===== src/timer_counter_regs.svh =====
// Purpose: Register offsets, field positions, reset values and divider taps of the timer.
// Assumes: Byte addresses on a 32-bit AXI4-Lite bus, one aligned word per register.
// Notes: Included by every design file of the timer except the package.
`ifndef TIMER_COUNTER_REGS_SVH
`define TIMER_COUNTER_REGS_SVH

// Register indices; odd indices exist, so each index is one 32-bit word
`define TMR_IDX_COMPARE_A 12'h010
`define TMR_IDX_CAPTURE_B 12'h012
`define TMR_IDX_CONTROL 12'h014
`define TMR_IDX_SYSCTL 12'h015
`define TMR_IDX_STATUS 12'h016

// Register byte addresses: four times the index
`define TMR_OFS_COMPARE_A 12'h040
`define TMR_OFS_CAPTURE_B 12'h048
`define TMR_OFS_CONTROL 12'h050
`define TMR_OFS_SYSCTL 12'h054
`define TMR_OFS_STATUS 12'h058

// Control register fields
`define TMR_CTL_FF_BIT 7
`define TMR_CTL_OPT_BIT 6
`define TMR_CTL_START_HI 5
`define TMR_CTL_START_LO 4
`define TMR_CTL_CLK_HI 3
`define TMR_CTL_CLK_LO 2
`define TMR_CTL_MODE_HI 1
`define TMR_CTL_MODE_LO 0

// System control fields
`define TMR_SYS_STOP_BIT 0
`define TMR_SYS_SLOW_BIT 1
`define TMR_SYS_DIVOPT_BIT 2

// Reset values
`define TMR_CONTROL_RESET 8'h00
`define TMR_DATA_RESET 16'hffff

// Prescaler taps: high clock /2^11, /2^7, /2^3 and low clock /2^3
`define TMR_TAP_HI_11 10
`define TMR_TAP_HI_7 6
`define TMR_TAP_HI_3 2
`define TMR_TAP_LO_3 2
`define TMR_PRESCALE_W 11
`define TMR_LOWDIV_W 3

`endif


===== src/timer_counter_pkg.sv =====
// Purpose: Types shared by the timer files.
// Assumes: Constants live in timer_counter_regs.svh.
// Notes: Nothing here is imported; every use is scoped.
package timer_counter_pkg;

   typedef enum logic [1:0] {
      MODE_TIMER = 2'h0,
      MODE_WINDOW = 2'h1,
      MODE_PULSE_WIDTH = 2'h2,
      MODE_PULSE_OUT = 2'h3
   } mode_type;

   typedef enum logic [1:0] {
      START_STOP = 2'h0,
      START_COMMAND = 2'h1,
      START_RISING = 2'h2,
      START_FALLING = 2'h3
   } start_type;

   typedef enum logic [1:0] {
      CLK_SLOW = 2'h0,
      CLK_MID = 2'h1,
      CLK_FAST = 2'h2,
      CLK_PIN = 2'h3
   } clock_sel_type;

   typedef struct packed {
      logic flipflop_initial_level;
      logic mode_option;
      start_type start_control;
      clock_sel_type source_clock_select;
      mode_type operating_mode_select;
   } control_type;

   typedef struct packed {
      logic [7:0] upper;
      logic [7:0] lower;
   } data_word_type;

endpackage


===== src/timer_prescaler.sv =====
// Purpose: Free-running dividers that give one-cycle tick pulses.
// Assumes: hi_clk_en_i and lo_clk_en_i are one-cycle enables of the two system clocks.
// Notes: Tick is the falling edge of the selected divider bit.
`timescale 1ns/1ps
`include "timer_counter_regs.svh"

module timer_prescaler (
   // Clock and reset
   input wire logic clk_i,
   input wire logic rst_i,
   // Clock enables
   input wire logic hi_clk_en_i,
   input wire logic lo_clk_en_i,
   // Ticks
   output logic tick_hi11_o,
   output logic tick_hi7_o,
   output logic tick_hi3_o,
   output logic tick_lo3_o
);

   logic [`TMR_PRESCALE_W-1:0] hi_q;
   logic [`TMR_LOWDIV_W-1:0] lo_q;
   wire [`TMR_PRESCALE_W-1:0] hi_next = hi_q + 1'b1;
   wire [`TMR_LOWDIV_W-1:0] lo_next = lo_q + 1'b1;

   // Tick when the tap bit wraps from 1 to 0, once per divided period
   assign tick_hi11_o = hi_clk_en_i && hi_q[`TMR_TAP_HI_11] && !hi_next[`TMR_TAP_HI_11];
   assign tick_hi7_o = hi_clk_en_i && hi_q[`TMR_TAP_HI_7] && !hi_next[`TMR_TAP_HI_7];
   assign tick_hi3_o = hi_clk_en_i && hi_q[`TMR_TAP_HI_3] && !hi_next[`TMR_TAP_HI_3];
   assign tick_lo3_o = lo_clk_en_i && lo_q[`TMR_TAP_LO_3] && !lo_next[`TMR_TAP_LO_3];

   always_ff @(posedge clk_i or posedge rst_i) begin
      if (rst_i) begin
         hi_q <= '0;
         lo_q <= '0;
      end else begin
         if (hi_clk_en_i) hi_q <= hi_next;
         if (lo_clk_en_i) lo_q <= lo_next;
      end
   end

endmodule


===== src/timer_data_reg.sv =====
// Purpose: One double-buffered 16-bit timer register with byte-wide staging.
// Assumes: Upper byte write arms the transfer; lower byte alone never does.
// Notes: Active value moves on the first source tick after the upper byte write.
`timescale 1ns/1ps
`include "timer_counter_regs.svh"

module timer_data_reg (
   // Clock and reset
   input wire logic clk_i,
   input wire logic rst_i,
   // Software side
   input wire logic wr_lo_i,
   input wire logic wr_hi_i,
   input wire logic [7:0] wdata_lo_i,
   input wire logic [7:0] wdata_hi_i,
   // Timer side
   input wire logic tick_i,
   input wire logic capture_i,
   input wire logic [15:0] capture_val_i,
   output logic [15:0] active_o
);

   timer_counter_pkg::data_word_type stage_q;
   logic armed_q;
   logic [15:0] active_q;

   assign active_o = active_q;

   always_ff @(posedge clk_i or posedge rst_i) begin
      if (rst_i) begin
         stage_q <= `TMR_DATA_RESET;
         armed_q <= 1'b0;
         active_q <= `TMR_DATA_RESET;
      end else begin
         if (wr_lo_i) stage_q.lower <= wdata_lo_i;
         if (wr_hi_i) stage_q.upper <= wdata_hi_i;
         // Arm wins over the tick so a write in the tick cycle waits for the next
         if (wr_hi_i) armed_q <= 1'b1;
         else if (tick_i) armed_q <= 1'b0;
         if (tick_i && armed_q && !wr_hi_i) active_q <= stage_q;
         else if (capture_i) active_q <= capture_val_i;
      end
   end

endmodule


===== src/timer_counter_top.sv =====
// What this block does
// - Two 16-bit timer registers, byte addressable
// - Register B writable only in pulse output
// - Bit 6 enables auto-capture in timer/event/window
// - Bit 6 selects per-mode option elsewhere
// - Stop clears counter; command start timer/pulse output only
// - Pin edges start or count; pin level gates
// - Source clock from prescaler taps or pin
// - Mode field picks one of four modes
// - New value active at tick after upper write
// - Lower byte alone never updates register
// - Stop state forces start field to stop
// - Capture counter into B each source tick
// - Timer match raises interrupt, clears; stops if edge-started on a prescaler clock
//
// Purpose: Control and compare/capture registers of a 16-bit timer with AXI4-Lite access.
// Assumes: Pin, stop and clock enables are synchronous to CLK_I.
// Notes: Detailed window, pulse width and pulse output waveforms are not built here.
`timescale 1ns/1ps
`include "timer_counter_regs.svh"

module timer_counter_top (
   // Clock and reset
   input wire logic CLK_I,
   input wire logic RST_I,
   // System clock enables
   input wire logic HI_CLK_EN_I,
   input wire logic LO_CLK_EN_I,
   // Timer pin and power state
   input wire logic TIMER_PIN_I,
   input wire logic STOP_ENTRY_I,
   // AXI4-Lite write address
   input wire logic [11:0] S_AXI_AWADDR_I,
   input wire logic S_AXI_AWVALID_I,
   output logic S_AXI_AWREADY_O,
   // AXI4-Lite write data
   input wire logic [31:0] S_AXI_WDATA_I,
   input wire logic [3:0] S_AXI_WSTRB_I,
   input wire logic S_AXI_WVALID_I,
   output logic S_AXI_WREADY_O,
   // AXI4-Lite write response
   output logic [1:0] S_AXI_BRESP_O,
   output logic S_AXI_BVALID_O,
   input wire logic S_AXI_BREADY_I,
   // AXI4-Lite read address
   input wire logic [11:0] S_AXI_ARADDR_I,
   input wire logic S_AXI_ARVALID_I,
   output logic S_AXI_ARREADY_O,
   // AXI4-Lite read data
   output logic [31:0] S_AXI_RDATA_O,
   output logic [1:0] S_AXI_RRESP_O,
   output logic S_AXI_RVALID_O,
   input wire logic S_AXI_RREADY_I,
   // Timer outputs
   output logic TIMER_MATCH_INTERRUPT_O,
   output logic TIMER_FLIPFLOP_O
);

   ////////////////////////////////////////////////////////////////////////////
   // Bus write channel

   logic aw_hold_q;
   logic w_hold_q;
   logic [11:0] awaddr_q;
   logic [31:0] wdata_q;
   logic [3:0] wstrb_q;
   logic bvalid_q;
   logic [1:0] bresp_q;
   logic awready_q;
   logic wready_q;

   wire aw_take = S_AXI_AWVALID_I && awready_q;
   wire w_take = S_AXI_WVALID_I && wready_q;
   wire wr_go = aw_hold_q && w_hold_q && !bvalid_q;

   always_ff @(posedge CLK_I or posedge RST_I) begin
      if (RST_I) begin
         aw_hold_q <= 1'b0;
         w_hold_q <= 1'b0;
         awaddr_q <= '0;
         wdata_q <= '0;
         wstrb_q <= '0;
         awready_q <= 1'b0;
         wready_q <= 1'b0;
      end else begin
         if (aw_take) begin
            aw_hold_q <= 1'b1;
            awaddr_q <= S_AXI_AWADDR_I;
         end else if (wr_go) begin
            aw_hold_q <= 1'b0;
         end
         if (w_take) begin
            w_hold_q <= 1'b1;
            wdata_q <= S_AXI_WDATA_I;
            wstrb_q <= S_AXI_WSTRB_I;
         end else if (wr_go) begin
            w_hold_q <= 1'b0;
         end
         // One write in flight; ready stays low from each take until the second cycle after the response is accepted
         awready_q <= !aw_hold_q && !aw_take && !wr_go && !bvalid_q;
         wready_q <= !w_hold_q && !w_take && !wr_go && !bvalid_q;
      end
   end

   wire wsel_a = (awaddr_q == `TMR_OFS_COMPARE_A);
   wire wsel_b = (awaddr_q == `TMR_OFS_CAPTURE_B);
   wire wsel_ctl = (awaddr_q == `TMR_OFS_CONTROL);
   wire wsel_sys = (awaddr_q == `TMR_OFS_SYSCTL);
   wire wsel_sts = (awaddr_q == `TMR_OFS_STATUS);
   wire wr_mapped = wsel_a || wsel_b || wsel_ctl || wsel_sys || wsel_sts;

   always_ff @(posedge CLK_I or posedge RST_I) begin
      if (RST_I) begin
         bvalid_q <= 1'b0;
         bresp_q <= 2'h0;
      end else if (wr_go) begin
         bvalid_q <= 1'b1;
         bresp_q <= wr_mapped ? 2'h0 : 2'h2;
      end else if (S_AXI_BREADY_I) begin
         bvalid_q <= 1'b0;
      end
   end

   ////////////////////////////////////////////////////////////////////////////
   // Control and system registers

   timer_counter_pkg::control_type ctl_q;
   logic [2:0] sys_q;
   wire is_pulse_out = (ctl_q.operating_mode_select == timer_counter_pkg::MODE_PULSE_OUT);
   wire ctl_wr = wr_go && wsel_ctl && wstrb_q[0];
   wire sys_wr = wr_go && wsel_sys && wstrb_q[0];
   wire div_opt = sys_q[`TMR_SYS_DIVOPT_BIT] || sys_q[`TMR_SYS_SLOW_BIT];

   always_ff @(posedge CLK_I or posedge RST_I) begin
      if (RST_I) begin
         ctl_q <= `TMR_CONTROL_RESET;
         sys_q <= '0;
      end else begin
         if (ctl_wr) ctl_q <= wdata_q[7:0];
         if (sys_wr) sys_q <= wdata_q[2:0];
         // Stop entry overrides the start field of a control write in the same cycle
         if (STOP_ENTRY_I || (sys_wr && wdata_q[`TMR_SYS_STOP_BIT]))
            ctl_q.start_control <= timer_counter_pkg::START_STOP;
      end
   end

   ////////////////////////////////////////////////////////////////////////////
   // Source clock selection

   logic tick_hi11;
   logic tick_hi7;
   logic tick_hi3;
   logic tick_lo3;
   logic pin_q;

   timer_prescaler u_prescaler (
      .clk_i(CLK_I),
      .rst_i(RST_I),
      .hi_clk_en_i(HI_CLK_EN_I),
      .lo_clk_en_i(LO_CLK_EN_I),
      .tick_hi11_o(tick_hi11),
      .tick_hi7_o(tick_hi7),
      .tick_hi3_o(tick_hi3),
      .tick_lo3_o(tick_lo3)
   );

   wire pin_rise = TIMER_PIN_I && !pin_q;
   wire pin_fall = !TIMER_PIN_I && pin_q;
   wire edge_falling = (ctl_q.start_control == timer_counter_pkg::START_FALLING);
   wire pin_edge = edge_falling ? pin_fall : pin_rise;
   wire pin_edge_opp = edge_falling ? pin_rise : pin_fall;

   logic src_tick;
   always_comb begin
      case (ctl_q.source_clock_select)
         timer_counter_pkg::CLK_SLOW: src_tick = div_opt ? tick_lo3 : tick_hi11;
         timer_counter_pkg::CLK_MID: src_tick = tick_hi7;
         timer_counter_pkg::CLK_FAST: src_tick = tick_hi3;
         default: src_tick = pin_edge;
      endcase
   end

   ////////////////////////////////////////////////////////////////////////////
   // Timer registers

   logic [15:0] reg_a;
   logic [15:0] reg_b;
   logic [15:0] count_q;
   logic cap_q;

   wire a_wr_lo = wr_go && wsel_a && wstrb_q[0];
   wire a_wr_hi = wr_go && wsel_a && wstrb_q[1];
   wire b_ok = wr_go && wsel_b && is_pulse_out;
   wire b_wr_lo = b_ok && wstrb_q[0];
   wire b_wr_hi = b_ok && wstrb_q[1];

   // Capture allowed only in timer, event and window modes
   wire cap_mode = (ctl_q.operating_mode_select == timer_counter_pkg::MODE_TIMER)
                   || (ctl_q.operating_mode_select == timer_counter_pkg::MODE_WINDOW);
   wire capture_on = ctl_q.mode_option && cap_mode;
   wire capture = capture_on && src_tick;

   timer_data_reg u_reg_a (
      .clk_i(CLK_I),
      .rst_i(RST_I),
      .wr_lo_i(a_wr_lo),
      .wr_hi_i(a_wr_hi),
      .wdata_lo_i(wdata_q[7:0]),
      .wdata_hi_i(wdata_q[15:8]),
      .tick_i(src_tick),
      .capture_i(1'b0),
      .capture_val_i(16'h0000),
      .active_o(reg_a)
   );

   timer_data_reg u_reg_b (
      .clk_i(CLK_I),
      .rst_i(RST_I),
      .wr_lo_i(b_wr_lo),
      .wr_hi_i(b_wr_hi),
      .wdata_lo_i(wdata_q[7:0]),
      .wdata_hi_i(wdata_q[15:8]),
      .tick_i(src_tick),
      .capture_i(capture),
      .capture_val_i(count_q),
      .active_o(reg_b)
   );

   ////////////////////////////////////////////////////////////////////////////
   // Up-counter

   logic running_q;
   logic irq_q;
   logic ff_q;
   wire stopped = (ctl_q.start_control == timer_counter_pkg::START_STOP);
   wire cmd_start = (ctl_q.start_control == timer_counter_pkg::START_COMMAND);
   wire cmd_ok = cmd_start && (ctl_q.operating_mode_select == timer_counter_pkg::MODE_TIMER
                               || is_pulse_out);
   wire pin_clocked = (ctl_q.source_clock_select == timer_counter_pkg::CLK_PIN);
   wire gate_level = edge_falling ? !TIMER_PIN_I : TIMER_PIN_I;
   wire is_window = (ctl_q.operating_mode_select == timer_counter_pkg::MODE_WINDOW);
   // Pin-clocked counting in mode 00 is event counting: no start edge needed
   wire free_run = cmd_ok || (pin_clocked && !cmd_start && !is_window);
   wire trigger = !cmd_start && !pin_clocked && pin_edge;
   wire count_en = running_q && (!is_window || gate_level);
   // No match while stopped, so after stop entry only a match in the entry cycle itself still raises an interrupt, one cycle later
   wire match = !stopped && count_en && src_tick && (count_q == reg_a);
   wire trig_stop = ctl_q.mode_option && !is_window && !free_run && pin_edge_opp;

   always_ff @(posedge CLK_I or posedge RST_I) begin
      if (RST_I) begin
         pin_q <= 1'b0;
         count_q <= '0;
         running_q <= 1'b0;
         irq_q <= 1'b0;
         ff_q <= 1'b0;
      end else begin
         pin_q <= TIMER_PIN_I;
         irq_q <= match;
         if (stopped) begin
            count_q <= '0;
            running_q <= 1'b0;
            ff_q <= ctl_q.flipflop_initial_level;
         end else if (free_run) begin
            running_q <= 1'b1;
            if (match) count_q <= '0;
            else if (count_en && src_tick) count_q <= count_q + 16'h0001;
         end else if (match) begin
            count_q <= '0;
            running_q <= 1'b0;
            ff_q <= !ff_q;
         end else if (running_q && trig_stop) begin
            count_q <= '0;
            running_q <= 1'b0;
         end else if (trigger && !running_q) begin
            running_q <= 1'b1;
         end else if (count_en && src_tick) begin
            count_q <= count_q + 16'h0001;
         end
      end
   end

   ////////////////////////////////////////////////////////////////////////////
   // Bus read channel

   logic arready_q;
   logic rvalid_q;
   logic [31:0] rdata_q;
   logic [1:0] rresp_q;
   wire ar_take = S_AXI_ARVALID_I && arready_q;
   wire [31:0] status_word = {13'h0000, running_q, ff_q, is_pulse_out, count_q};

   logic [31:0] rd_mux;
   logic rd_hit;
   always_comb begin
      rd_hit = 1'b1;
      case (S_AXI_ARADDR_I)
         `TMR_OFS_COMPARE_A: rd_mux = {16'h0000, reg_a};
         `TMR_OFS_CAPTURE_B: rd_mux = {16'h0000, reg_b};
         `TMR_OFS_CONTROL: rd_mux = {24'h000000, ctl_q};
         `TMR_OFS_SYSCTL: rd_mux = {29'h00000000, sys_q};
         `TMR_OFS_STATUS: rd_mux = status_word;
         default: begin
            rd_mux = 32'h00000000;
            rd_hit = 1'b0;
         end
      endcase
   end

   always_ff @(posedge CLK_I or posedge RST_I) begin
      if (RST_I) begin
         arready_q <= 1'b0;
         rvalid_q <= 1'b0;
         rdata_q <= '0;
         rresp_q <= 2'h0;
      end else begin
         arready_q <= !arready_q && !rvalid_q && !ar_take;
         if (ar_take) begin
            rvalid_q <= 1'b1;
            rdata_q <= rd_mux;
            rresp_q <= rd_hit ? 2'h0 : 2'h2;
         end else if (S_AXI_RREADY_I) begin
            rvalid_q <= 1'b0;
         end
      end
   end

   assign S_AXI_AWREADY_O = awready_q;
   assign S_AXI_WREADY_O = wready_q;
   assign S_AXI_BVALID_O = bvalid_q;
   assign S_AXI_BRESP_O = bresp_q;
   assign S_AXI_ARREADY_O = arready_q;
   assign S_AXI_RVALID_O = rvalid_q;
   assign S_AXI_RDATA_O = rdata_q;
   assign S_AXI_RRESP_O = rresp_q;
   assign TIMER_MATCH_INTERRUPT_O = irq_q;
   assign TIMER_FLIPFLOP_O = ff_q;

endmodule


===== config.mk =====
export PLATFORM = sky130hd
export DESIGN_NAME = timer_counter_top
export DESIGN_NICKNAME = d
export VERILOG_FILES = /design/src/timer_counter_pkg.sv /design/src/timer_prescaler.sv /design/src/timer_data_reg.sv /design/src/timer_counter_top.sv
export VERILOG_INCLUDE_DIRS = /design/src
export SDC_FILE = /design/constraint.sdc
export NUM_CORES = 1
export LEC_CHECK = 0
export BUFFER_PORTS_ARGS = -buffer_cell sky130_fd_sc_hd__buf_4
export CAP_MARGIN = 5
export CORE_ASPECT_RATIO = 0.75
export CORE_MARGIN = 2
export CORE_UTILIZATION = 58
export DETAILED_ROUTE_END_ITERATION = 6
export GPL_ROUTABILITY_DRIVEN = 0
export PLACE_DENSITY = 0.88
export SKIP_CTS_REPAIR_TIMING = 1
export SLEW_MARGIN = 25
export SYNTH_ARGS = -nofsm -noshare
export SYNTH_HDL_FRONTEND = slang
export SYNTH_HIERARCHICAL = 1
export SYNTH_SLANG_ARGS = --single-unit

===== constraint.sdc =====
create_clock -name CLK_I -period 4.4 [get_ports CLK_I]
set_clock_uncertainty 0.1 [all_clocks]
set_input_delay 0.44 -clock CLK_I [delete_from_list [all_inputs] [get_ports CLK_I]]
set_output_delay 0.44 -clock CLK_I [all_outputs]
set_load 0.05 [all_outputs]

# ---- Word-level counts from Yosys, hierarchy flattened
# Index checks and enable logic that the tools add are counted.
# W data, S select, Z words.
dict set report totals {
  mem_count 0
  wordCells 200
  mem_bits_rw 0
  reg_bits 184
  rom_bits 0
  output_inout_bits 43
  latch_bits 0
}
dict set report classes {
  n_div 0
  bitwise 0
  muxes 38
  n_addsub 3
  eq_ne 20
  reduce_logical 105
  magnitude_cmp 0
  n_mul 0
  n_shift 0
}
# operator n
set ops {}
lappend ops {{$mux W16} 9}
lappend ops {{$eq A12 B7 Y1 const B} 10}
lappend ops {{$pmux W19 S5} 1}
lappend ops {{$logic_and A1 B1 Y1} 56}
lappend ops {{$logic_not A1 Y1} 24}
lappend ops {{$mux W1} 23}
lappend ops {{$reduce_bool A2 Y1} 9}
lappend ops {{$add A16 B1 Y16 const B} 1}
lappend ops {{$eq A16 B16 Y1} 1}
lappend ops {{$add A11 B1 Y11 const B} 1}
lappend ops {{$logic_or A1 B1 Y1} 10}
lappend ops {{$eq A2 B2 Y1 const B} 4}
lappend ops {{$eq A2 B1 Y1 const B} 3}
lappend ops {{$logic_not A2 Y1} 3}
lappend ops {{$mux W2} 3}
lappend ops {{$mux W6} 1}
lappend ops {{$ne A5 B5 Y1 const B} 1}
lappend ops {{$reduce_bool A5 Y1} 1}
lappend ops {{$reduce_or A5 Y1} 1}
lappend ops {{$add A3 B1 Y3 const B} 1}
lappend ops {{$pmux W1 S3} 1}
lappend ops {{$ne A2 B2 Y1 const B} 1}
lappend ops {{$reduce_and A2 Y1} 1}

# ---- Depth between registers and ports, before layout
# Gate-level depths: netlist of the first run.
dict set report depth {
  depth_word 13
  ltp_mapped 13
  mapped_depth_nobuf 10
}

# ---- By module
# The synthesis of the first run kept the hierarchy.
# module cells_each instances area_per_inst_um2
set modules_own_cells {}
lappend modules_own_cells {timer_counter_top 432 1 4581.9}
lappend modules_own_cells {timer_data_reg 90 2 1574.0}
lappend modules_own_cells {timer_prescaler 52 1 629.4}

# ---- Worst setup path after synthesis of the first run
# OpenSTA, ideal clock, no wires.
dict set report synth_path {
  path_kind {reg-to-reg}
  start {register u_prescaler.hi_q[0]}
  end {register u_reg_b.active_q[10], in the netlist u_reg_b/active_o[10]}
  period_less_slack_ns 3.059
  arrival_time_ns 2.877
  n_path_buf 3
  path_stages_with_launch 14
  path_slack_ns 1.341
  cell_sequence {dfrtp_1 -> ha_1 -> nand3_2 -> nor4_2 -> and2_2 -> or3b_1 -> o211ai_2 -> o211ai_2 -> clkbuf_1 -> nor2_1 -> buf_6 -> buf_12 -> mux2_4 -> mux2_4}
}
dict set report synth_via {
  word_cells_on_any_way 14
  cone_classes {1 x add/sub; 3 x mux; 10 x reduce/logical}
}
# element line
set synth_lines {}
lappend synth_lines {{start: declaration} timer_prescaler.sv:21} ;# logic [`TMR_PRESCALE_W-1:0] hi_q;
lappend synth_lines {{start signal: assignment} timer_prescaler.sv:37} ;# if (hi_clk_en_i) hi_q <= hi_next;
lappend synth_lines {{$add A11 B1 Y11} timer_prescaler.sv:23} ;# wire [`TMR_PRESCALE_W-1:0] hi_next = hi_q + 1'b1;
lappend synth_lines {{$logic_not A1 Y1} timer_prescaler.sv:27} ;# assign tick_hi11_o = hi_clk_en_i && hi_q[`TMR_TAP_HI_11] && !hi_next[`TMR_TAP_HI_11];
lappend synth_lines {{$logic_and A1 B1 Y1} timer_prescaler.sv:27}
lappend synth_lines {{via tick_hi11} timer_counter_top.sv:150} ;# logic tick_hi11;
lappend synth_lines {{$mux W1} timer_counter_top.sv:176} ;# timer_counter_pkg::CLK_SLOW: src_tick = div_opt ? tick_lo3 : tick_hi11;
lappend synth_lines {{$pmux W1 S3} timer_counter_top.sv:175} ;# case (ctl_q.source_clock_select)
lappend synth_lines {{$logic_and A1 B1 Y1} timer_counter_top.sv:201} ;# wire capture = capture_on && src_tick;
lappend synth_lines {{via capture} timer_counter_top.sv:201}
lappend synth_lines {{$reduce_bool A2 Y1 (no line)} -}
lappend synth_lines {{end signal: assignment} timer_data_reg.sv:33} ;# active_q <= `TMR_DATA_RESET;
lappend synth_lines {{end signal: assignment} timer_data_reg.sv:40} ;# if (tick_i && armed_q && !wr_hi_i) active_q <= stage_q;
lappend synth_lines {{end signal: assignment} timer_data_reg.sv:41} ;# else if (capture_i) active_q <= capture_val_i;
lappend synth_lines {{end: declaration} timer_data_reg.sv:25} ;# logic [15:0] active_q;
# The timed path passes the listed nets, and every way through them passes these cells.
# A chain may end at the register's enable or synchronous reset.

# ---- Worst setup path in the final report of the first run
dict set report layout_path {
  start {register u_prescaler.hi_q[0]}
  end {register u_reg_b.active_q[1], in the netlist u_reg_b/active_o[1]}
}
# The elaborated chain is that of the path after synthesis.

==> summary.md, run 1 <==
| Metric | Value |
|---|---|
| Core footprint | `13900 um2` |
| Pwr per Cell Area | `444 nW/um2` |
| HPWL after detailed placement | `13.0 mm` |
| Rows | `37` |
| Mean instance size in the synthesized netlist | `12.6 um2` |
| Start point of the critical path | `u_prescaler/hi_q[0]$_DFFE_PP0P_` |
| Hold Slack | `-31.0 ps` |
| Classification of the worst setup path | `register to register` |
| Highest fanout seen on the critical path | `16` |
| Post-layout nets | `832` |
| CP Cell Sequence | `ha_1 -> nand3_2 -> nor4_2 -> and2_2 -> or3b_1 -> o211ai_2 -> o211ai_2 -> nor2_1 -> buf_4 -> mux2_2 -> mux2_2` |
| DR pass1 iterations | `5` |
| Unrepaired setup endpoints after global routing | `false` |
| Synth warn | `6` |
| Sequential area share after synthesis | `51.5%` |
| Worst-case headroom to the max-slew limit | `40.2%` |
| Maximum buffer depth of the clock tree | `2` |
| Sort of element at the end of the critical path | `register` |
| Clock-pin slew on the worst setup and hold paths | `70 ps` |
| Period utilisation layout | `77.8%` |
| Clock tree from TritonCTS | `done` |
| Count of maximum capacitance violations | `0` |
| Number of H-tree levels | `4` |
| Antenna-violating nets left | `0` |
| Final setup violation count | `0` |
| Maximum cell stage delay along the critical path | `410 ps` |
| Post-Syn Area | `8360 um2` |
| Fraction of layout cells with a size suffix above 1 | `43.8%` |
| CTS Root Buffer Type | `clkbuf_16` |
| Number of clock buffers inserted by TritonCTS | `17` |
| Final-report hold violation count | `14` |
| Area share of the largest cell type after synthesis | `31.4%` |
| Violated checks | `negative hold slack` |
| Worst voltage drop across the vdd grid | `0.000505 V` |
| Die H | `108 um` |
| Horizontal die dimension | `143 um` |
| Uppermost metal layer occupied by signal nets | `met4` |
| CP max stage cell | `dfrtp_1` |
| Sum Neg Setup Slack | `0 ps` |
| Final number of max-transition violations | `0` |
| Met1 Routed Length | `8.20 mm` |
| EDFF count, synth | `0` |
| Unique cell type count in the Yosys netlist | `60` |
| Routed length per instance | `19.4 um` |
| Overflow after GRT | `0` |
| Area growth from synthesis to layout | `15.3%` |
| Worst R2R Start | `u_prescaler/hi_q[0]$_DFFE_PP0P_` |
| Maximum clock frequency | `292 MHz` |
| Result of the run | `finished with violations` |
| Number of instances in the synthesized netlist | `664` |
| Top Family by Delay on Critical Path | `simple AND/OR/NAND/NOR gates` |
| I/O pins | `114` |
| Largest net degree at the start of global routing | `46` |
| Number of fill cells in the layout | `937` |
| Final critical delay including setup and external delays | `3420 ps` |
| Total clock sinks | `169` |
| Remaining design rule violation count | `0` |
| Count of buffer and inverter cells on the critical path | `1` |
| Number of antenna violations at the first check in global routing | `0` |
| Overall via count from detail_route | `5557` |
| Port bufs | `80` |
| Total inserted antenna cells | `0` |
| Global-route wire length before repair | `30.2 mm` |
| Via count of the first global-routing pass | `5792` |
| Commonest non-fill, non-tap cell in the layout | `dfrtp_1` |
| Effective utilization at floorplan | `60.2%` |
| Commonest non-fill, non-tap cells in the layout | `105 x dfrtp_1, 95 x mux2_2, 89 x buf_4` |
| Slew at the pin closest to its max-slew limit | `895 ps` |
| Reported leakage power | `4.38 nW` |
| Drt initial violations | `422` |
| WP data arrival | `3680 ps` |
| Tot Pwr | `4.28 mW` |
| Vias per cell | `5.89` |
| Top area cells in the synthesized netlist | `dfrtp_1 31%, dfstp_2 20%, mux2_2 13%` |
| Met3 Routed Length | `1.30 mm` |
| Met2 Wirelength | `8.44 mm` |
| Clk Latency, worst-skew pair | `440 ps` |
| Kind of start point of the critical path | `register` |
| Worst min path class | `input pin to async pin` |
| Data required, critical path | `4660 ps` |
| Reg-to-reg slack, setup | `980 ps` |
| Number of synthesized register bits | `169` |
| Cell type with the highest aggregate area in the netlist | `dfrtp_1` |
| Post-synth top flop | `dfrtp_1` |
| Async SR Flop Fraction | `100%` |
| Wire length reported by the detailed router | `18.3 mm` |
| Die outline area | `15400 um2` |
| Global routing usage summed across all routing layers | `26.0%` |
==> synthesized netlist by cell type (3+ instances only) <==
master    number
buf_6          6
inv_1         26
a221o_1        8
nor2_1        33
nand4_1       12
xnor2_1       31
buf_4         15
nand2_1       34
o21ai_0       27
mux4_2         5
a21o_1         3
xor2_1        10
nand2b_1       4
dfrtp_1      105
or3_1          4
nand3_1       12
a21oi_1        9
mux2_2        95
dfstp_2       64
nand3b_1       3
mux2i_1       17
clkbuf_1      21
buf_2          3
nor3_1        18
ha_1           6
mux2_4        40
nor4_1        13
==> worst paths after layout <==
check	end	depth (start not counted)
hold reg to reg	S_AXI_ARREADY_O$_DFF_PP0_	1
max in group asynchronous	S_AXI_RDATA_O[16]$_DFFE_PP0P_	3
setup / recovery	u_reg_b/active_o[1]$_DFFE_PP1P_	11
min in group CLK_I	pin_q$_DFF_PP0_	1
hold / removal	u_prescaler/lo_q[0]$_DFFE_PP0P_	2
setup reg to reg	u_reg_b/active_o[1]$_DFFE_PP1P_	11
==> area by class of cell <==
type	count	area, um2	area share [%]
inverter	26	98.8	1.03
clock inverter	12	135	1.40
clock buffer	20	447	4.64
tap	175	219	2.27
multi-input combinational	452	3760	39.0
sequential	169	4310	44.7
timing repair buffer	89	668	6.94
==> flip-flops by register name (all words and copies together) (netlist names), 2 cells and up <==
name,cells
u_reg_b/stage_q,16
S_AXI_RDATA_O,19
u_prescaler/lo_q,3
wstrb_q,2
sys_q,3
u_prescaler/hi_q,11
u_reg_b/active_o,16
count_q,16
wdata_q,16
u_reg_a/active_o,16
awaddr_q,12
ctl_q,8
u_reg_a/stage_q,16
==> routing by layer <==
layer / GRT usage (%) / vias to the layer above
li1: - / 2486
met1: 35.9 / 2789
met2: 39.9 / 238
met3: 6.91 / 44
met4: 10.2 / 0
met5: 0 / -
==> power by group <==
group | internal, mW | switching (mW)
Combinational | 0.337 | 0.370
Clock | 0.860 | 0.633
Sequential | 1.81 | 0.267
==> cell families (layout without fill, tap and decap cells) <==
logic type / count (synthesis) / after routing / share of synthesized area (%)
flops: 169 / 169 / 51.5
mux: 157 / 157 / 23.4
simple gates: 156 / 156 / 10.2
buf+inv: 74 / 147 / 4.97
compound gates: 60 / 60 / 4.64
xor+xnor: 41 / 41 / 4.30
fa+ha+maj: 6 / 6 / 0.898
other cells: 1 / 32 / 0.0449
==> stage by stage <==
stage                     util (%)  cells  setup WS (ps)  hold slack, ps  cell area, um2
after floorplan                  -    695           1340             229            8480
after global routing          69.4    943            837            7.47            9630
final                         69.4    943            977           -31.0            9630
after global placement        65.1    910           1090             335            9040
after detailed placement      65.2    911           1060             347            9050
after CTS                     69.4    943           1030           -22.3            9630
No activity file was read; power rests on OpenSTA's default activity.
==> inputs of run 2 (changes only) <==
clock period = 3.2 ns   (was 4.4 ns; I/O delays follow)
==> summary.md, run 2 (same netlist as run 1, synthesis figures left out) <==
| Metric | Value |
|---|---|
| Result of the run | `finished, final reports clean` |
| Count of maximum capacitance violations | `0 (unchanged)` |
| Clock tree from TritonCTS | `done` |
| Reported leakage power | `4.44 nW (+1.4%)` |
| Final number of max-transition violations | `0 (unchanged)` |
| Remaining design rule violation count | `0 (unchanged)` |
| Final Util | `70.5% (+1.2 points)` |
| Post-layout nets | `845 (+1.6%)` |
| Worst voltage drop across the vdd grid | `0.000594 V (+18%)` |
| Period utilisation layout | `97.2% (+19 points)` |
| I/O pins | `114 (unchanged)` |
| Slew at the pin closest to its max-slew limit | `974 ps (+79.2 ps)` |
| Antenna-violating nets left | `0 (unchanged)` |
| Area growth from synthesis to layout | `17.2%` |
| Maximum clock frequency | `321 MHz (+10%)` |
| Global-route wire length before repair | `30.2 mm (+0.18%)` |
| Wire length reported by the detailed router | `19.2 mm (+4.5%)` |
| Largest net degree at the start of global routing | `61 (+33%)` |
| Number of H-tree levels | `4 (unchanged)` |
| Rows | `37 (unchanged)` |
| Highest fanout seen on the critical path | `7 (-9)` |
| Core footprint | `13900 um2 (unchanged)` |
| DR pass1 iterations | `5 (unchanged)` |
| Worst-case setup margin in the final layout | `89.0 ps (-888 ps)` |
| Reg-to-reg slack, setup | `90 ps (-890 ps)` |
| WP data arrival | `3370 ps (-310 ps)` |
| Total placed instance area | `9090 um2 (+0.39%)` |
| Global routing usage summed across all routing layers | `26.0% (about the same)` |
| Overall via count from detail_route | `5653 (+1.7%)` |
| Total clock sinks | `169 (unchanged)` |
| Final-report hold violation count | `0 (-14)` |
| Vias per cell | `5.91 (+0.34%)` |
| Routed length per instance | `20.0 um (+3.1%)` |
| Kind of start point of the critical path | `register` |
| Fraction of layout cells with a size suffix above 1 | `44.4% (+0.68 points)` |
| Die outline area | `15400 um2 (unchanged)` |
| Maximum buffer depth of the clock tree | `2 (unchanged)` |
| Clk Latency, worst-skew pair | `440 ps (about the same)` |
| Clock-pin slew on the worst setup and hold paths | `70 ps (about the same)` |
| Hold Slack | `8.39 ps (+39.4 ps)` |
| CTS Root Buffer Type | `clkbuf_16` |
| Post-route design area | `9790 um2 (+1.7%)` |
| Worst min path class | `input pin to register` |
| Final critical delay including setup and external delays | `3110 ps (-312 ps)` |
| Effective utilization at floorplan | `60.2% (unchanged)` |
| Via count of the first global-routing pass | `5694 (-1.7%)` |
| Classification of the worst setup path | `register to register` |
| Worst slack after detailed placement | `68.6 ps (-987 ps)` |
| CP max stage cell | `or4_1` |
| Commonest non-fill, non-tap cells in the layout | `105 x dfrtp_1, 95 x mux2_2, 93 x buf_4` |
| Number of antenna violations at the first check in global routing | `0 (unchanged)` |
| Max FFs per register | `19 (unchanged)` |
| Die H | `108 um (unchanged)` |
| Tot Pwr | `5.89 mW (+37%)` |
| Sort of element at the end of the critical path | `register` |
| Number of clock buffers inserted by TritonCTS | `17 (unchanged)` |
| Drt initial violations | `507 (+20%)` |
| Port bufs | `80 (unchanged)` |
| Maximum cell stage delay along the critical path | `570 ps (+160 ps)` |
| Pwr per Cell Area | `601 nW/um2 (+35%)` |
| Data required, critical path | `3460 ps (-1200 ps)` |
| Commonest non-fill, non-tap cell in the layout | `dfrtp_1` |
| Worst-case headroom to the max-slew limit | `34.9% (-5.3 points)` |
| HPWL after detailed placement | `13.3 mm (+1.8%)` |
| Horizontal die dimension | `143 um (unchanged)` |
| Total inserted antenna cells | `0 (unchanged)` |
| CP Cell Sequence | `ha_2 -> nand3_2 -> nor4_4 -> and2_2 -> or3b_1 -> o211ai_2 -> o211ai_4 -> or2_4 -> or4_1 -> a21oi_2` |
| Final setup violation count | `0 (unchanged)` |
| Overflow after GRT | `0 (unchanged)` |
[run 2: cell count changes in the layout (fill, tap and decap cells not counted), sizes merged]
cell,previous run,this run
bufinv,2,0
clkinv,3,2
buf,89,94
clkinvlp,0,2
inv,33,36
dlygate4sd3,0,8
clkbuf,20,18
[run 2: through the flow]
step | TNS, ps | instances
2_1_floorplan | 0 | 695
3_3_place_gp | 0 | 914
3_5_place_dp | 0 | 914
4_1_cts | 0 | 946
5_1_grt | -57.0 | 956
6_report | 0 | 956
[run 2: per-layer routing]
metal	global-route usage (%)	vias up	routed length (um)
li1	-	2519	-
met1	35.7	2860	8310
met2	41.3	240	9020
met3	5.76	34	1480
met4	9.62	0	345
met5	0	-	0
[run 2: path summary, 6_finish.rpt]
| check | startpoint | endpoint | depth (start not counted) |
|---|---|---|---|
| worst min register to register | aw_hold_q$_DFFE_PP0P_ | S_AXI_AWREADY_O$_DFF_PP0_ | 1 |
| max in group asynchronous | RST_I | wdata_q[4]$_DFFE_PP0P_ | 4 |
| worst max register to register | u_prescaler/hi_q[1]$_DFFE_PP0P_ | count_q[13]$_DFFE_PP0P_ | 10 |
| worst min-delay path | S_AXI_WDATA_I[9] | wdata_q[9]$_DFFE_PP0P_ | 2 |
| min in group asynchronous | RST_I | u_prescaler/lo_q[0]$_DFFE_PP0P_ | 3 |
| worst max-delay path | u_prescaler/hi_q[1]$_DFFE_PP0P_ | count_q[13]$_DFFE_PP0P_ | 10 |
[run 2: final cells by class]
| cell class | count | area (um2) |
|---|---|---|
| flip-flops and latches | 169 | 4310 |
| fillers | 905 | 4090 |
| multi-input cells | 452 | 3790 |
| repair buffers | 102 | 798 |
| clock buffers | 18 | 439 |
| well taps | 175 | 219 |
| clock inverters | 14 | 143 |
| inverters | 26 | 100 |
[run 2: critical path, delay by kind of cell, from the launching register on]
kind | cells | cell delay, ps
AO/OA/AOI/OAI | 3 | 430
adder cells (fa/ha/maj) | 1 | 200
flip-flops | 1 | 380
AND/OR/NAND/NOR | 6 | 1930
[run 2: power breakdown]
group	switching (mW)	internal, mW	leakage, nW	total (mW)
clock	0.948	1.06	0.284	2.01
combinational	0.526	0.488	2.15	1.01
sequential	0.369	2.49	2.01	2.86
total	1.84	4.04	4.44	5.89
==> inputs of run 3 (changes only) <==
CORE_UTILIZATION = 39   (was 58)
PLACE_DENSITY = 0.66   (was 0.88)
==> summary.md, run 3 (same netlist as run 1, synthesis figures left out) <==
| Metric | Value |
|---|---|
| Effective utilization at floorplan | `39.7% (-21 points)` |
| Via count of the first global-routing pass | `5223 (-8.3%)` |
| Clock tree from TritonCTS | `done` |
| Number of clock buffers inserted by TritonCTS | `17 (unchanged)` |
| Maximum buffer depth of the clock tree | `2 (unchanged)` |
| Sort of element at the end of the critical path | `register` |
| Worst voltage drop across the vdd grid | `0.000428 V (-28%)` |
| DR pass1 iterations | `4 (-1)` |
| Vias per cell | `4.95 (-16%)` |
| Seq. cell area | `4310 um2 (unchanged)` |
| Reported leakage power | `4.46 nW (+0.43%)` |
| Hold Slack | `7.11 ps (-1.28 ps)` |
| Core footprint | `21100 um2 (+52%)` |
| Count of maximum capacitance violations | `0 (unchanged)` |
| Number of H-tree levels | `4 (unchanged)` |
| Wire length reported by the detailed router | `18.3 mm (-4.5%)` |
| Max FFs per register | `19 (unchanged)` |
| Worst min path class | `input pin to register` |
| Maximum clock frequency | `335 MHz (+4.2%)` |
| Classification of the worst setup path | `register to register` |
| Die outline area | `22600 um2 (+47%)` |
| Final number of max-transition violations | `0 (unchanged)` |
| Final-report hold violation count | `0 (unchanged)` |
| Clk Latency, worst-skew pair | `430 ps (about the same)` |
| Worst-case headroom to the max-slew limit | `42.9% (+8.0 points)` |
| Total inserted antenna cells | `0 (unchanged)` |
| Sum Neg Setup Slack | `0 ps (unchanged)` |
| Final critical delay including setup and external delays | `2990 ps (-124 ps)` |
| Slew at the pin closest to its max-slew limit | `855 ps (-119 ps)` |
| CTS Root Buffer Type | `clkbuf_16` |
| Overall via count from detail_route | `5306 (-6.1%)` |
| Area occupied by multi-input gates | `3780 um2 (-0.17%)` |
| Largest net degree at the start of global routing | `90 (+48%)` |
| Number of antenna violations at the first check in global routing | `0 (unchanged)` |
| Rows | `46 (+24%)` |
| Drt initial violations | `421 (-17%)` |
| Number of fill cells in the layout | `1949 (+120%)` |
| Period utilisation layout | `93.3% (-3.9 points)` |
| Total clock sinks | `169 (unchanged)` |
| Data required, critical path | `3450 ps (about the same)` |
| Highest fanout seen on the critical path | `16 (+9)` |
| Global routing usage summed across all routing layers | `17.1% (-8.9 points)` |
| Kind of start point of the critical path | `register` |
| Antenna-violating nets left | `0 (unchanged)` |
| Post-layout nets | `847 (+0.24%)` |
| Reg-to-reg slack, setup | `210 ps (+120 ps)` |
| Overflow after GRT | `0 (unchanged)` |
| Clock-pin slew on the worst setup and hold paths | `70 ps (about the same)` |
| Die H | `131 um (+21%)` |
| Pwr per Cell Area | `579 nW/um2 (-3.6%)` |
| HPWL after detailed placement | `13.0 mm (-2.3%)` |
| Commonest non-fill, non-tap cells in the layout | `105 x dfrtp_1, 95 x mux2_2, 91 x buf_4` |
| Horizontal die dimension | `173 um (+21%)` |
| Final setup violation count | `0 (unchanged)` |
| Routed length per instance | `17.1 um (-15%)` |
| Global-route wire length before repair | `29.8 mm (-1.3%)` |
| Area growth from synthesis to layout | `19.2%` |
| Unrepaired setup endpoints after global routing | `false` |
| WP data arrival | `3240 ps (-130 ps)` |
| Port bufs | `80 (unchanged)` |
| I/O pins | `114 (unchanged)` |
| Commonest non-fill, non-tap cell in the layout | `dfrtp_1` |
| Remaining design rule violation count | `0 (unchanged)` |
| Result of the run | `finished, final reports clean` |
| Fraction of layout cells with a size suffix above 1 | `44.2% (-0.24 points)` |
==> run 3: changes by cell type in the layout (fill, tap and decap cells not counted), sizes merged <==
cell	delta
buf	+1
clkbuf	+1
clkinv	+2
dlygate4sd3	+1
inv	-3
==> run 3: area by class of cell <==
type / instances / share of cell area [%]
Tap cell: 288 / 3.62
Clock inverter: 13 / 1.07
Timing Repair Buffer: 104 / 8.57
Clock buffer: 19 / 4.55
Sequential cell: 169 / 43.3
Inverter: 26 / 0.992
Multi-Input combinational cell: 452 / 37.9
==> run 3: per-layer routing <==
metal | vias to the layer above | wire, um | GRT usage (%)
met4 | 0 | 179 | 4.59
met2 | 151 | 7620 | 24.1
li1 | 2532 | - | -
met3 | 11 | 1450 | 4.63
met5 | - | 0 | 0
met1 | 2612 | 9040 | 25.8
==> run 3: final timing paths <==
path,start,endpoint,cells past startpoint
hold / removal,HI_CLK_EN_I,u_prescaler/hi_q[0]$_DFFE_PP0P_,2
max in group asynchronous,RST_I,u_reg_b/active_o[15]$_DFFE_PP1P_,4
hold reg to reg,S_AXI_ARREADY_O$_DFF_PP0_,S_AXI_ARREADY_O$_DFF_PP0_,1
setup / recovery,u_prescaler/hi_q[0]$_DFFE_PP0P_,u_reg_b/active_o[0]$_DFFE_PP1P_,11
min in group asynchronous,RST_I,u_reg_a/armed_q$_DFFE_PP0P_,3
setup reg to reg,u_prescaler/hi_q[0]$_DFFE_PP0P_,u_reg_b/active_o[0]$_DFFE_PP1P_,11
==> run 3: stage by stage <==
| step | total power, mW | worst slack, ps | util, % | instances | area, um2 |
|---|---|---|---|---|---|
| after CTS | 5.83 | 80.3 | 46.6 | 1060 | 9810 |
| after detailed placement | 3.84 | 105 | 43.9 | 1028 | 9250 |
| final | 5.77 | 213 | 47.3 | 1071 | 9960 |
| after floorplan | 3.50 | 141 | - | 695 | 8480 |
| after global placement | 3.81 | 163 | 43.9 | 1028 | 9250 |
| after global routing | 6.08 | 11.7 | 47.3 | 1071 | 9960 |
==> run 3: power breakdown <==
part / internal (mW) / switching [mW]
clock network: 1.06 / 0.911
registers: 2.49 / 0.346
logic: 0.471 / 0.495
total: 4.02 / 1.75
==> run 3: critical path, stage by stage (launching register included) <==
cell and delay [ps]:
dfrtp_1 390, ha_1 200, nand3_2 150, nor4_4 310, and2_2 170, or3b_1 350
o211ai_2 110, o211ai_4 150, nor2_2 180, buf_12 180, mux2_2 340, mux2_2 270
